[src/hw/scc_defines.vh]
// offsets, field positions, reset values and counts of the capture/compare unit
`ifndef SCC_DEFINES_VH
`define SCC_DEFINES_VH
`define SCC_NCH        16
`define SCC_NSYNC      18
// register byte offsets (low byte of haddr, upper bits must be zero)
`define SCC_OFF_CTRL   8'h00
`define SCC_OFF_T0CFG  8'h04
`define SCC_OFF_T1CFG  8'h08
`define SCC_OFF_T0CNT  8'h0C
`define SCC_OFF_T1CNT  8'h10
`define SCC_OFF_T0REL  8'h14
`define SCC_OFF_T1REL  8'h18
`define SCC_OFF_STAT   8'h1C
`define SCC_OFF_MASK   8'h20
`define SCC_OFF_PINS   8'h24
// channel pages: 0x40 + 4*n config, 0x80 + 4*n value
`define SCC_PAGE_CFG   2'h1
`define SCC_PAGE_VAL   2'h2
// control register fields
`define SCC_CTRL_RUN0  0
`define SCC_CTRL_RUN1  1
`define SCC_CTRL_STAG  2
// timer config fields and count sources
`define SCC_TCFG_SRC   1:0
`define SCC_TCFG_PRE   4:2
`define SCC_SRC_PRE    2'h0
`define SCC_SRC_AUX    2'h1
`define SCC_SRC_EXTR   2'h2
`define SCC_SRC_EXTF   2'h3
// channel config fields
`define SCC_CH_MODE    2:0
`define SCC_CH_EDGE    4:3
`define SCC_CH_TSEL    5
`define SCC_CH_ONCE    6
`define SCC_CH_DBL     7
// channel modes
`define SCC_MODE_OFF   3'h0
`define SCC_MODE_CAP   3'h1
`define SCC_MODE_CMP0  3'h4
`define SCC_MODE_CMP1  3'h5
`define SCC_MODE_CMP2  3'h6
`define SCC_MODE_CMP3  3'h7
// reset values
`define SCC_RST_CTRL   3'h0
`define SCC_RST_TCFG   5'h00
`define SCC_RST_CNT    16'h0000
`define SCC_RST_CHCFG  8'h00
`define SCC_RST_MASK   16'h0000
// timing counts
`define SCC_STAG_SLOT  3'h7
`define SCC_CNT_TOP    16'hFFFF
`endif

[src/hw/scc_timer.v]
// one reloadable 16-bit time base with selectable count source
`include "scc_defines.vh"
module scc_timer (
	// clock and reset
	input  wire        sys_clk,
	input  wire        rst_n,
	// configuration
	input  wire        run,
	input  wire        stag,
	input  wire [1:0]  src,
	input  wire [2:0]  pre,
	// count events
	input  wire        auxOvf,
	input  wire        extRise,
	input  wire        extFall,
	// software access
	input  wire        wrCnt,
	input  wire        wrRel,
	input  wire [15:0] wdata,
	// state
	output wire [15:0] cnt,
	output wire [15:0] rel,
	output wire        chg,
	output wire        ovf
);
	reg  [6:0]  preCnt_ff;
	reg  [2:0]  phase_ff;
	reg         pend_ff;
	reg  [15:0] cnt_ff;
	reg  [15:0] rel_ff;
	reg         chg_ff;
	reg         ovf_ff;
	reg         raw;
	wire [6:0]  preMask = 7'h7F >> (3'h7 - pre);
	wire        preTick = &(preCnt_ff | ~preMask);
	// staggered: one count slot in eight; events between slots merge into one held count
	wire        slot    = ~stag | (phase_ff == `SCC_STAG_SLOT);
	wire        step    = run & (raw | pend_ff) & slot;

	always @*
	begin
		case (src)
		`SCC_SRC_PRE:  raw = preTick;
		`SCC_SRC_AUX:  raw = auxOvf;
		`SCC_SRC_EXTR: raw = extRise;
		`SCC_SRC_EXTF: raw = extFall;
		default:       raw = 1'b0;
		endcase
	end

	always @(posedge sys_clk)
	begin
		if (!rst_n)
		begin
			preCnt_ff <= 7'h00;
			phase_ff  <= 3'h0;
			pend_ff   <= 1'b0;
			cnt_ff    <= `SCC_RST_CNT;
			rel_ff    <= `SCC_RST_CNT;
			chg_ff    <= 1'b0;
			ovf_ff    <= 1'b0;
		end
		else
		begin
			preCnt_ff <= preCnt_ff + 7'h01;
			phase_ff  <= phase_ff + 3'h1;
			pend_ff   <= run & (raw | pend_ff) & ~slot;
			chg_ff    <= step & ~wrCnt;
			ovf_ff    <= step & ~wrCnt & (cnt_ff == `SCC_CNT_TOP);
			if (wrRel)
				rel_ff <= wdata;
			if (wrCnt)
				cnt_ff <= wdata;
			else if (step && cnt_ff == `SCC_CNT_TOP)
				cnt_ff <= rel_ff;
			else if (step)
				cnt_ff <= cnt_ff + 16'h0001;
		end
	end

	assign cnt = cnt_ff;
	assign rel = rel_ff;
	assign chg = chg_ff;
	assign ovf = ovf_ff;
endmodule // scc_timer

[src/hw/scc_top.v]
// capture/compare unit: ahb-lite slave, pin conditioning, 16 channels
`include "scc_defines.vh"
module scc_top (
	// clock and reset
	input  wire        sys_clk,
	input  wire        rst_n,
	// ahb-lite slave
	input  wire        hsel,
	input  wire [31:0] haddr,
	input  wire [1:0]  htrans,
	input  wire        hwrite,
	input  wire [2:0]  hsize,
	input  wire [31:0] hwdata,
	input  wire        hready,
	output wire        hreadyout,
	output wire        hresp,
	output wire [31:0] hrdata,
	// channel pins
	input  wire [15:0] ccPinIn,
	output wire [15:0] ccPinOut,
	output wire [15:0] ccPinOe,
	// count inputs
	input  wire [1:0]  extCountIn,
	input  wire        auxTimerSixOvf,
	// interrupt
	output wire        irq
);
	reg  [31:0] hrdata_ff;
	reg         wrPend_ff;
	reg  [7:0]  wrAddr_ff;
	reg  [2:0]  ctrl_ff;
	reg  [4:0]  tcfg0_ff;
	reg  [4:0]  tcfg1_ff;
	reg  [15:0] mask_ff;
	reg  [15:0] status_ff;
	reg  [31:0] rdMux;
	wire [15:0] cnt0;
	wire [15:0] cnt1;
	wire [15:0] rel0;
	wire [15:0] rel1;
	wire        chg0;
	wire        chg1;
	wire        ovf0;
	wire        ovf1;
	wire [17:0] rawIn = {extCountIn, ccPinIn};
	wire [17:0] lvlW;
	wire [17:0] riseW;
	wire [17:0] fallW;
	wire [15:0] matchW;
	wire [15:0] evtW;
	wire [15:0] partnerMatch = {8'h00, matchW[15:8]};
	wire [7:0]  chCfgW [0:15];
	wire [15:0] chValW [0:15];

	// bus: word transfers only, other sizes are ignored
	// only the low 256 bytes decode; higher addresses are ignored and the read data holds
	wire        hit    = (haddr[31:8] == 24'h000000);
	wire        acc    = hsel & htrans[1] & hready & (hsize == 3'h2) & hit;
	wire        rdAcc  = acc & ~hwrite;
	wire        statRd = rdAcc & (haddr[7:0] == `SCC_OFF_STAT);
	wire [15:0] wd     = hwdata[15:0];

	always @(posedge sys_clk)
	begin
		if (!rst_n)
		begin
			wrPend_ff <= 1'b0;
			wrAddr_ff <= 8'h00;
			hrdata_ff <= 32'h00000000;
		end
		else
		begin
			wrPend_ff <= acc & hwrite;
			wrAddr_ff <= haddr[7:0];
			// read data taken in the address phase: no wait states
			if (rdAcc)
				hrdata_ff <= rdMux;
		end
	end

	// writes land one edge after the address phase, when hwdata stands
	wire wrCtrl  = wrPend_ff & (wrAddr_ff == `SCC_OFF_CTRL);
	wire wrT0Cfg = wrPend_ff & (wrAddr_ff == `SCC_OFF_T0CFG);
	wire wrT1Cfg = wrPend_ff & (wrAddr_ff == `SCC_OFF_T1CFG);
	wire wrT0Cnt = wrPend_ff & (wrAddr_ff == `SCC_OFF_T0CNT);
	wire wrT1Cnt = wrPend_ff & (wrAddr_ff == `SCC_OFF_T1CNT);
	wire wrT0Rel = wrPend_ff & (wrAddr_ff == `SCC_OFF_T0REL);
	wire wrT1Rel = wrPend_ff & (wrAddr_ff == `SCC_OFF_T1REL);
	wire wrMask  = wrPend_ff & (wrAddr_ff == `SCC_OFF_MASK);

	always @(posedge sys_clk)
	begin
		if (!rst_n)
		begin
			ctrl_ff  <= `SCC_RST_CTRL;
			tcfg0_ff <= `SCC_RST_TCFG;
			tcfg1_ff <= `SCC_RST_TCFG;
			mask_ff  <= `SCC_RST_MASK;
		end
		else
		begin
			if (wrCtrl)
				ctrl_ff <= hwdata[2:0];
			if (wrT0Cfg)
				tcfg0_ff <= hwdata[4:0];
			if (wrT1Cfg)
				tcfg1_ff <= hwdata[4:0];
			if (wrMask)
				mask_ff <= wd;
		end
	end

	// a new event in the reading cycle survives the clear
	always @(posedge sys_clk)
	begin
		if (!rst_n)
			status_ff <= 16'h0000;
		else if (statRd)
			status_ff <= evtW;
		else
			status_ff <= status_ff | evtW;
	end

	// level output: drops only by a status read or a mask write
	assign irq = |(status_ff & mask_ff);

	always @*
	begin
		rdMux = 32'h00000000;
		case (haddr[7:0])
		`SCC_OFF_CTRL:  rdMux = {29'h0, ctrl_ff};
		`SCC_OFF_T0CFG: rdMux = {27'h0, tcfg0_ff};
		`SCC_OFF_T1CFG: rdMux = {27'h0, tcfg1_ff};
		`SCC_OFF_T0CNT: rdMux = {16'h0, cnt0};
		`SCC_OFF_T1CNT: rdMux = {16'h0, cnt1};
		`SCC_OFF_T0REL: rdMux = {16'h0, rel0};
		`SCC_OFF_T1REL: rdMux = {16'h0, rel1};
		`SCC_OFF_STAT:  rdMux = {16'h0, status_ff};
		`SCC_OFF_MASK:  rdMux = {16'h0, mask_ff};
		`SCC_OFF_PINS:  rdMux = {ccPinOut, lvlW[15:0]};
		default:
		begin
			if (haddr[7:6] == `SCC_PAGE_CFG)
				rdMux = {24'h0, chCfgW[haddr[5:2]]};
			else if (haddr[7:6] == `SCC_PAGE_VAL)
				rdMux = {16'h0, chValW[haddr[5:2]]};
		end
		endcase
	end

	assign hrdata    = hrdata_ff;
	assign hreadyout = 1'b1;
	assign hresp     = 1'b0;

	// pin conditioning: a change counts once stages two and three agree
	genvar gi;
	generate
		for (gi = 0; gi < `SCC_NSYNC; gi = gi + 1)
		begin : gSync
			reg s1_ff;
			reg s2_ff;
			reg s3_ff;
			reg prim_ff;
			reg lvl_ff;
			reg rise_ff;
			reg fall_ff;
			wire agree = (s2_ff == s3_ff);
			always @(posedge sys_clk)
			begin
				if (!rst_n)
				begin
					s1_ff   <= 1'b0;
					s2_ff   <= 1'b0;
					s3_ff   <= 1'b0;
					prim_ff <= 1'b0;
					lvl_ff  <= 1'b0;
					rise_ff <= 1'b0;
					fall_ff <= 1'b0;
				end
				else
				begin
					s1_ff <= rawIn[gi];
					s2_ff <= s1_ff;
					s3_ff <= s2_ff;
					// first agreed level after reset loads without an edge
					if (agree)
					begin
						prim_ff <= 1'b1;
						lvl_ff  <= s3_ff;
					end
					rise_ff <= agree & prim_ff & s3_ff & ~lvl_ff;
					fall_ff <= agree & prim_ff & ~s3_ff & lvl_ff;
				end
			end
			assign lvlW[gi]  = lvl_ff;
			assign riseW[gi] = rise_ff;
			assign fallW[gi] = fall_ff;
		end
	endgenerate

	// both timers leave reset with the same stagger phase, slots line up
	scc_timer uTimer0 (
		.sys_clk (sys_clk),
		.rst_n   (rst_n),
		.run     (ctrl_ff[`SCC_CTRL_RUN0]),
		.stag    (ctrl_ff[`SCC_CTRL_STAG]),
		.src     (tcfg0_ff[`SCC_TCFG_SRC]),
		.pre     (tcfg0_ff[`SCC_TCFG_PRE]),
		.auxOvf  (auxTimerSixOvf),
		.extRise (riseW[16]),
		.extFall (fallW[16]),
		.wrCnt   (wrT0Cnt),
		.wrRel   (wrT0Rel),
		.wdata   (wd),
		.cnt     (cnt0),
		.rel     (rel0),
		.chg     (chg0),
		.ovf     (ovf0)
	);

	scc_timer uTimer1 (
		.sys_clk (sys_clk),
		.rst_n   (rst_n),
		.run     (ctrl_ff[`SCC_CTRL_RUN1]),
		.stag    (ctrl_ff[`SCC_CTRL_STAG]),
		.src     (tcfg1_ff[`SCC_TCFG_SRC]),
		.pre     (tcfg1_ff[`SCC_TCFG_PRE]),
		.auxOvf  (auxTimerSixOvf),
		.extRise (riseW[17]),
		.extFall (fallW[17]),
		.wrCnt   (wrT1Cnt),
		.wrRel   (wrT1Rel),
		.wdata   (wd),
		.cnt     (cnt1),
		.rel     (rel1),
		.chg     (chg1),
		.ovf     (ovf1)
	);

	// channels; compare only on a fresh timer value, so a stopped
	// timer never repeats a match
	generate
		for (gi = 0; gi < `SCC_NCH; gi = gi + 1)
		begin : gCh
			localparam [3:0] IDX = gi;
			reg  [15:0] val_ff;
			reg  [7:0]  cfg_ff;
			reg         armed_ff;
			reg         done_ff;
			reg         pin_ff;
			wire [2:0]  mode  = cfg_ff[`SCC_CH_MODE];
			wire [1:0]  edg   = cfg_ff[`SCC_CH_EDGE];
			wire        tsel  = cfg_ff[`SCC_CH_TSEL];
			wire [15:0] tv    = tsel ? cnt1 : cnt0;
			wire        tchg  = tsel ? chg1 : chg0;
			wire        tovf  = tsel ? ovf1 : ovf0;
			wire        isCap = (mode == `SCC_MODE_CAP);
			wire        isCmp = mode[2];
			wire        once  = (mode == `SCC_MODE_CMP2) |
			                    (mode == `SCC_MODE_CMP3);
			wire        dblOn = isCmp & cfg_ff[`SCC_CH_DBL];
			wire        wrCfg = wrPend_ff & (wrAddr_ff[5:2] == IDX) &
			                    (wrAddr_ff[7:6] == `SCC_PAGE_CFG);
			wire        wrVal = wrPend_ff & (wrAddr_ff[5:2] == IDX) &
			                    (wrAddr_ff[7:6] == `SCC_PAGE_VAL);
			wire        capEvt = isCap &
			                     ((edg[0] & riseW[gi]) |
			                      (edg[1] & fallW[gi]));
			wire        match = isCmp & tchg & (tv == val_ff) &
			                    armed_ff & ~(once & done_ff);
			// a double-mode channel 0 to 7 also toggles on the match of its partner, channel n+8
			wire        tog   = dblOn ? (match | partnerMatch[gi])
			                    : (match & (mode == `SCC_MODE_CMP1));
			always @(posedge sys_clk)
			begin
				if (!rst_n)
				begin
					val_ff   <= `SCC_RST_CNT;
					cfg_ff   <= `SCC_RST_CHCFG;
					armed_ff <= 1'b0;
					done_ff  <= 1'b0;
					pin_ff   <= 1'b0;
				end
				else
				begin
					if (wrCfg)
						cfg_ff <= hwdata[7:0];
					// capture beats a software write in the same cycle
					if (capEvt)
						val_ff <= tv;
					else if (wrVal)
						val_ff <= wd;
					if (wrCfg)
						armed_ff <= 1'b1;
					else if (match && cfg_ff[`SCC_CH_ONCE])
						armed_ff <= 1'b0;
					// once-per-period flag; a match beats a same-cycle overflow
					if (wrCfg)
						done_ff <= 1'b0;
					else if (match)
						done_ff <= 1'b1;
					else if (tovf)
						done_ff <= 1'b0;
					if (tog)
						pin_ff <= ~pin_ff;
					else if (mode == `SCC_MODE_CMP3 && match)
						pin_ff <= 1'b1;
					else if (mode == `SCC_MODE_CMP3 && tovf)
						pin_ff <= 1'b0;
				end
			end
			assign matchW[gi]   = match;
			// without the double bit, compare modes zero and two touch no pin
			assign evtW[gi]     = capEvt | match;
			assign ccPinOut[gi] = pin_ff;
			assign ccPinOe[gi]  = dblOn |
			                      (mode == `SCC_MODE_CMP1) |
			                      (mode == `SCC_MODE_CMP3);
			assign chCfgW[gi]   = cfg_ff;
			assign chValW[gi]   = val_ff;
		end
	endgenerate
endmodule // scc_top

[config.mk]
export PLATFORM = sky130hd
export DESIGN_NAME = scc_top
export DESIGN_NICKNAME = d
export VERILOG_FILES = /design/src/hw/scc_timer.v /design/src/hw/scc_top.v
export VERILOG_INCLUDE_DIRS = /design/src /design/src/hw
export SDC_FILE = /design/constraint.sdc
export NUM_CORES = 2
export LEC_CHECK = 0
export BUFFER_PORTS_ARGS = -buffer_cell sky130_fd_sc_hd__buf_4
export CORE_ASPECT_RATIO = 1.4
export CORE_MARGIN = 2
export CORE_UTILIZATION = 50
export DETAILED_ROUTE_END_ITERATION = 7
export PLACE_DENSITY = 0.67
export SYNTH_ARGS = -nofsm -noshare
export SYNTH_HDL_FRONTEND = slang
export SYNTH_SLANG_ARGS = --single-unit
[constraint.sdc]
create_clock -name sys_clk -period 2.8 [get_ports sys_clk]
set_input_delay 0.42 -clock sys_clk [delete_from_list [all_inputs] [get_ports sys_clk]]
set_output_delay 0.42 -clock sys_clk [all_outputs]
set_load 0.01 [all_outputs]
======== After elaboration in Yosys (flattened, before gate mapping) ========
Index checks and enable logic that the tools add are counted.
word-level totals
  register bits after elaboration ......... 734
  bits of input ports ..................... 93
  output and inout port bits .............. 67
  word-level logic and storage cells ...... 1,247
operators by class
  $add $sub $neg .......................... 8
  $lt $le $gt $ge ......................... 1
  eq/ne operators ......................... 144
  shift operators ......................... 2
  muxes and demuxes ....................... 226
  bitwise logic cells ..................... 497
  reductions and logical operators ........ 141
operators by type and width
  cell                     number
  $mux W16                 59
  $and A1 B1 Y1            323
  $pmux W32 S10            1
  $eq A16 B16 Y1           16
  $mux W1                  160
  $eq A3 B3 Y1 const B     50
  $reduce_bool A2 Y1       48
  $or A1 B1 Y1             92
  $not A1 Y1               75
  $bmux W16 S4             1
  $eq A8 B5 Y1 const B     7
  $reduce_bool A3 Y1       18
  $logic_and A1 B1 Y1      50
  $eq A3 B1 Y1 const B     16
  $add A16 B1 Y16 const B  2
  $bmux W8 S4              1
  $eq A16 B16 Y1 const B   2
  $eq A4 B4 Y1 const B     8
  $eq A8 B4 Y1 const B     4
  $reduce_or A2 Y1         16
  $eq A8 B6 Y1 const B     3
  $logic_not A24 Y1        1
  $eq A1 B1 Y1             18
  $and A16 B16 Y16         1
  23 further kinds         47

======== Depth between registers and ports, before layout ========
  word-level depth ........................ 12
  gate-level depth with buffers ........... 11
  mapped depth without buffers ............ 7

======== Modules after synthesis ========
From an unflattened synthesis, not the netlist that was laid out.
second synthesis, totals
  cells, all modules ...................... 4,498
  area total of the unflattened synthesis .. 40,709.0 sq um
modules (own cells, without submodules)
  module                instances  cells each  area an instance (sq um)  seq. area each (sq um)
  scc_top               1          3,964       35,948.2                  12,892.4
  scc_timer at uTimer1  1          268         2,468.6                   900.9
  scc_timer at uTimer0  1          266         2,292.2                   900.9

======== Least setup slack after synthesis ========
No wires, ideal clock.
  path kind ............................... in2reg
  start ................................... input port haddr[2]
  end ..................................... register hrdata_ff[5] (netlist: hrdata[5])
  setup time .............................. 0.123 ns
  data arrival time ....................... 2.429 ns
  data required time ...................... 2.677 ns
  slack ................................... 0.249 ns
  stages .................................. 7
  path buffers ............................ 3
  path through ............................ buf_2 buf_2 buf_2 mux4_2 mux4_2 a22oi_1 a21oi_1
between the ends
  cells in the longest elaborated chain, start to end .. 7
  elaborated cells on any way between the ends .. 20
  classes of those cells .................. eq/ne: 9; mux: 9; bitwise: 1; reduce/logical: 1
RTL lines
  item                                         line                          RTL
  from (decl)                                  scc_top.v:9                   input wire [31:0] haddr,
  $not A4 Y5 (implied by the code)             scc_top.v:144, scc_top.v:146
  $bmux W16 S4                                 scc_top.v:146                 rdMux = {16'h0, chValW[haddr[5:2]]};
  $mux W16 (implied by the code) (2 in a row)  scc_top.v:146
  $mux W16                                     scc_top.v:145                 else if (haddr[7:6] == `SCC_PAGE_VAL)
  $mux W16                                     scc_top.v:143                 if (haddr[7:6] == `SCC_PAGE_CFG)
  $pmux W32 S10 (*)                            scc_top.v:130                 case (haddr[7:0])
  to (signal assigned)                         scc_top.v:77                  hrdata_ff <= rdMux;
  to (decl)                                    scc_top.v:28                  reg [31:0] hrdata_ff;
Every way passes the cells marked *; elsewhere a longest branch is shown, timed or not. The select of a mux whose other input is x is not followed.
A chain may end at the register's enable or synchronous reset.

======== Worst setup path after layout ========
  start ................................... register status_ff[11]
  end ..................................... output port irq
between the ends
  cells in the longest elaborated chain, start to end .. 2
RTL lines
  item                    line           RTL
  from (decl)             scc_top.v:35   reg [15:0] status_ff;
  from (signal assigned)  scc_top.v:119  status_ff <= evtW;
  from (signal assigned)  scc_top.v:121  status_ff <= status_ff | evtW;
  $and A16 B16 Y16        scc_top.v:125  assign irq = |(status_ff & mask_ff);
  $reduce_or A16 Y1       scc_top.v:125
  to (decl)               scc_top.v:26   output wire irq
Every way passes these cells.

==> impl_results.md <==
* Die height at 341 µm
* Tcrit/Tclk final at 0.987
* Routed WL at 163000 µm
* Critical Path Start: status_ff[11]$_SDFF_PN0_
* MaxCap Viol Count at 0
* Setup violators final at 0
* Clock Sinks at 734
* Syn Inst Count at 4533
* Aggregate global routing overflow at 0
* CP arrival at 2340 ps
* Top Ports at 160
* First-iteration detailed-routing DRC count at 4419
* FP Rows at 123
* Final count of hold timing violations at 0
* Layout cells sized above 1 at 0.185
* Worst skew pair latency at 660 ps
* Avg Cell Area, Syn at 8.93 µm²
* Core Util, Final at 0.583
* Most flops, register: gCh.val_ff
* Yosys reg bits at 734
* Avg WL per Cell at 28.3 µm
* Fmax achieved at 362 MHz
* Worst vdd ir at 0.000482 V
* Placed wire-length estimate at 115000 µm
* Num CTS Buffers at 75
* CP endpoint kind: output pin
* Largest register FFs at 256
* RSZ-0062 raised after global routing: false
* Pre-antenna DRT Iters at 7
* GPL Wtd Cong at 1.03
* Setup Total Neg Slack at 0 ps
* Routed Antenna Nets at 0
* H-tree depth at 3
* Leak pwr at 15.5 nW
* Slew Viols, Final at 0
* Count of cell types in the netlist at 80
* Die ar. at 83300 µm²
* Tmin final at 2760 ps
* Drt drc at 0
* Total GRT Usage at 0.384
* Clk_skew at 26.5 ps
* Net count of the mapped netlist at 4634
* Pwr dens at 471 nW/µm²
* Layout net count at 4745
* Post-CTS Setup Bufs at 0
* Vias in the first global route at 35937
* Seq/Total Area, Yosys at 0.363
* Clock Path Buffers at 3
* Reg clk slew, reported paths at 70 ps
* Core area at 80300 µm²
* Max Fanout on Critical Path at 3
* Die W at 244 µm
* Hold crit path type: input pin to register
* RR Startpoint: gCh[10].cfg_ff[5]$_SDFFE_PN0P_
* Vias/cell at 6.54
* Vias at 37688
* CTS tree: yes
* Async SR Flop Fraction at 0
* YS warnings at 0
* Initial core utilization at 0.504
* Post-synth design cell area at 40500 µm²
* Area delta synth->final at 15.6%
* Hold wc startpoint: hwrite
* Worst Max-Slew Pin Slew at 1340 ps
* Largest net degree at the start of global routing at 126
* CTS Root Cell: clkbuf_16
* Crit path kind: register to output pin
* Rel. slew slack at 0.105
* Initial antenna violation count at 5
* Status: completed
* Input/output buffers at 140
* Top FF cell, synth: dfxtp_1
* First-pass GRT wire length at 238000 µm
* Data required time of the worst path at 2380 ps
* Number of synthesized flops with an enable pin at 0
* Crit path launch type: register
[per-layer routing]
metal / wire length (µm) / global-route usage / share of wire
met2: 71900 / 0.598 / 0.44
met3: 14900 / 0.0642 / 0.091
met5: 40 / 0 / 0.00025
met4: 17100 / 0.333 / 0.10
met1: 59100 / 0.461 / 0.36
[worst paths after layout]
check	to	slack (ps)	depth (start not counted)
hold reg to reg	uTimer0.phase_ff[0]$_SDFF_PN0_	420	1
setup / recovery	irq	40	4
hold / removal	wrPend_ff$_SDFF_PN0_	20	3
setup reg to reg	gCh[10].pin_ff$_SDFFE_PN0P_	60	8
[repair_timing]
item,4_1_cts,5_1_grt
pin swaps,1,0
resized for setup,3,5
hold buffers,18,0
setup endpoints to repair,2,2
hold endpoints to repair,18,0
[cell usage after synthesis (14+ instances only)]
library cell,count,area [µm²]
clkbuf_1,313,1170
mux2i_1,316,3160
buf_1,18,67.6
mux4_2,120,2700
nand4_1,32,200
xnor2_1,279,2440
o21ai_0,70,350
xor2_1,14,123
a222oi_1,14,140
nand2b_1,27,169
a221oi_1,17,149
and3_1,27,169
o21a_1,25,188
a22oi_1,48,360
buf_2,62,310
a211oi_1,378,2840
nand3_1,158,791
nor4_1,92,576
a21boi_0,19,143
a21oi_1,314,1570
nor3_1,68,340
nor2b_1,111,694
dfxtp_1,734,14700
buf_4,24,180
mux2_2,136,1530
nor2_1,361,1360
and2_1,79,494
and4b_1,16,160
inv_1,22,82.6
nand2_1,457,1720
[cell type report]
cell class              instances  area [µm²]
multi-input cells            3349       24000
inverters                      26         105
well taps                    1062        1330
diodes                          2        5.00
clock inverters                32         389
flip-flops and latches        734       14700
fillers                      7250       33500
repair buffers                458        4140
clock buffers                 101        2120
[worst max-delay path, cell delays in order, from the launching register on]
cell and delay (ps):
dfxtp_1 390, a22o_1 340, a221oi_2 280, nand4_1 390
buf_4 290
[power breakdown]
group / total, mW / switching [mW] / internal, mW
logic: 0.950 / 0.648 / 0.303
registers: 10.6 / 0.0606 / 10.5
clock network: 10.5 / 4.55 / 5.97
total: 22.0 / 5.25 / 16.8
[cell families after synthesis]
| group | after synthesis | synth area share |
|---|---|---|
| simple gates | 1489 | 0.178 |
| compound gates | 984 | 0.163 |
| flops | 734 | 0.363 |
| mux | 573 | 0.183 |
| buf+inv | 450 | 0.0472 |
| xor+xnor | 293 | 0.0634 |
| fa+ha+maj | 8 | 0.00247 |
| other cells | 2 | 0.000185 |
[cell usage in the layout (no fill, tap or decap), types with 120 or more instances in the layout]
| cell type | Yosys | layout |
|---|---|---|
| buf_4 | 24 | 387 |
| nor2_1 | 361 | 354 |
| mux2i_1 | 316 | 316 |
| xnor2_1 | 279 | 279 |
| dfxtp_1 | 734 | 732 |
| mux4_2 | 120 | 120 |
| nand3_1 | 158 | 158 |
| a21oi_1 | 314 | 312 |
| mux2_2 | 136 | 136 |
| nand2_1 | 457 | 457 |
| a211oi_1 | 378 | 378 |
[through the flow]
stage	power, mW	hold slack (ps)	cells	worst slack (ps)	instance area (µm²)
final	22.0	15.8	5764	37.6	46800
after global routing	22.5	24.2	5762	10.9	46800
after CTS	22.1	0.408	5762	26.7	46800
after detailed placement	11.7	412	5611	-235	44100
after global placement	11.7	407	5611	-174	44100
after floorplan	11.3	399	4533	249	40500
Note: power is estimated with default switching activity, not from simulation.
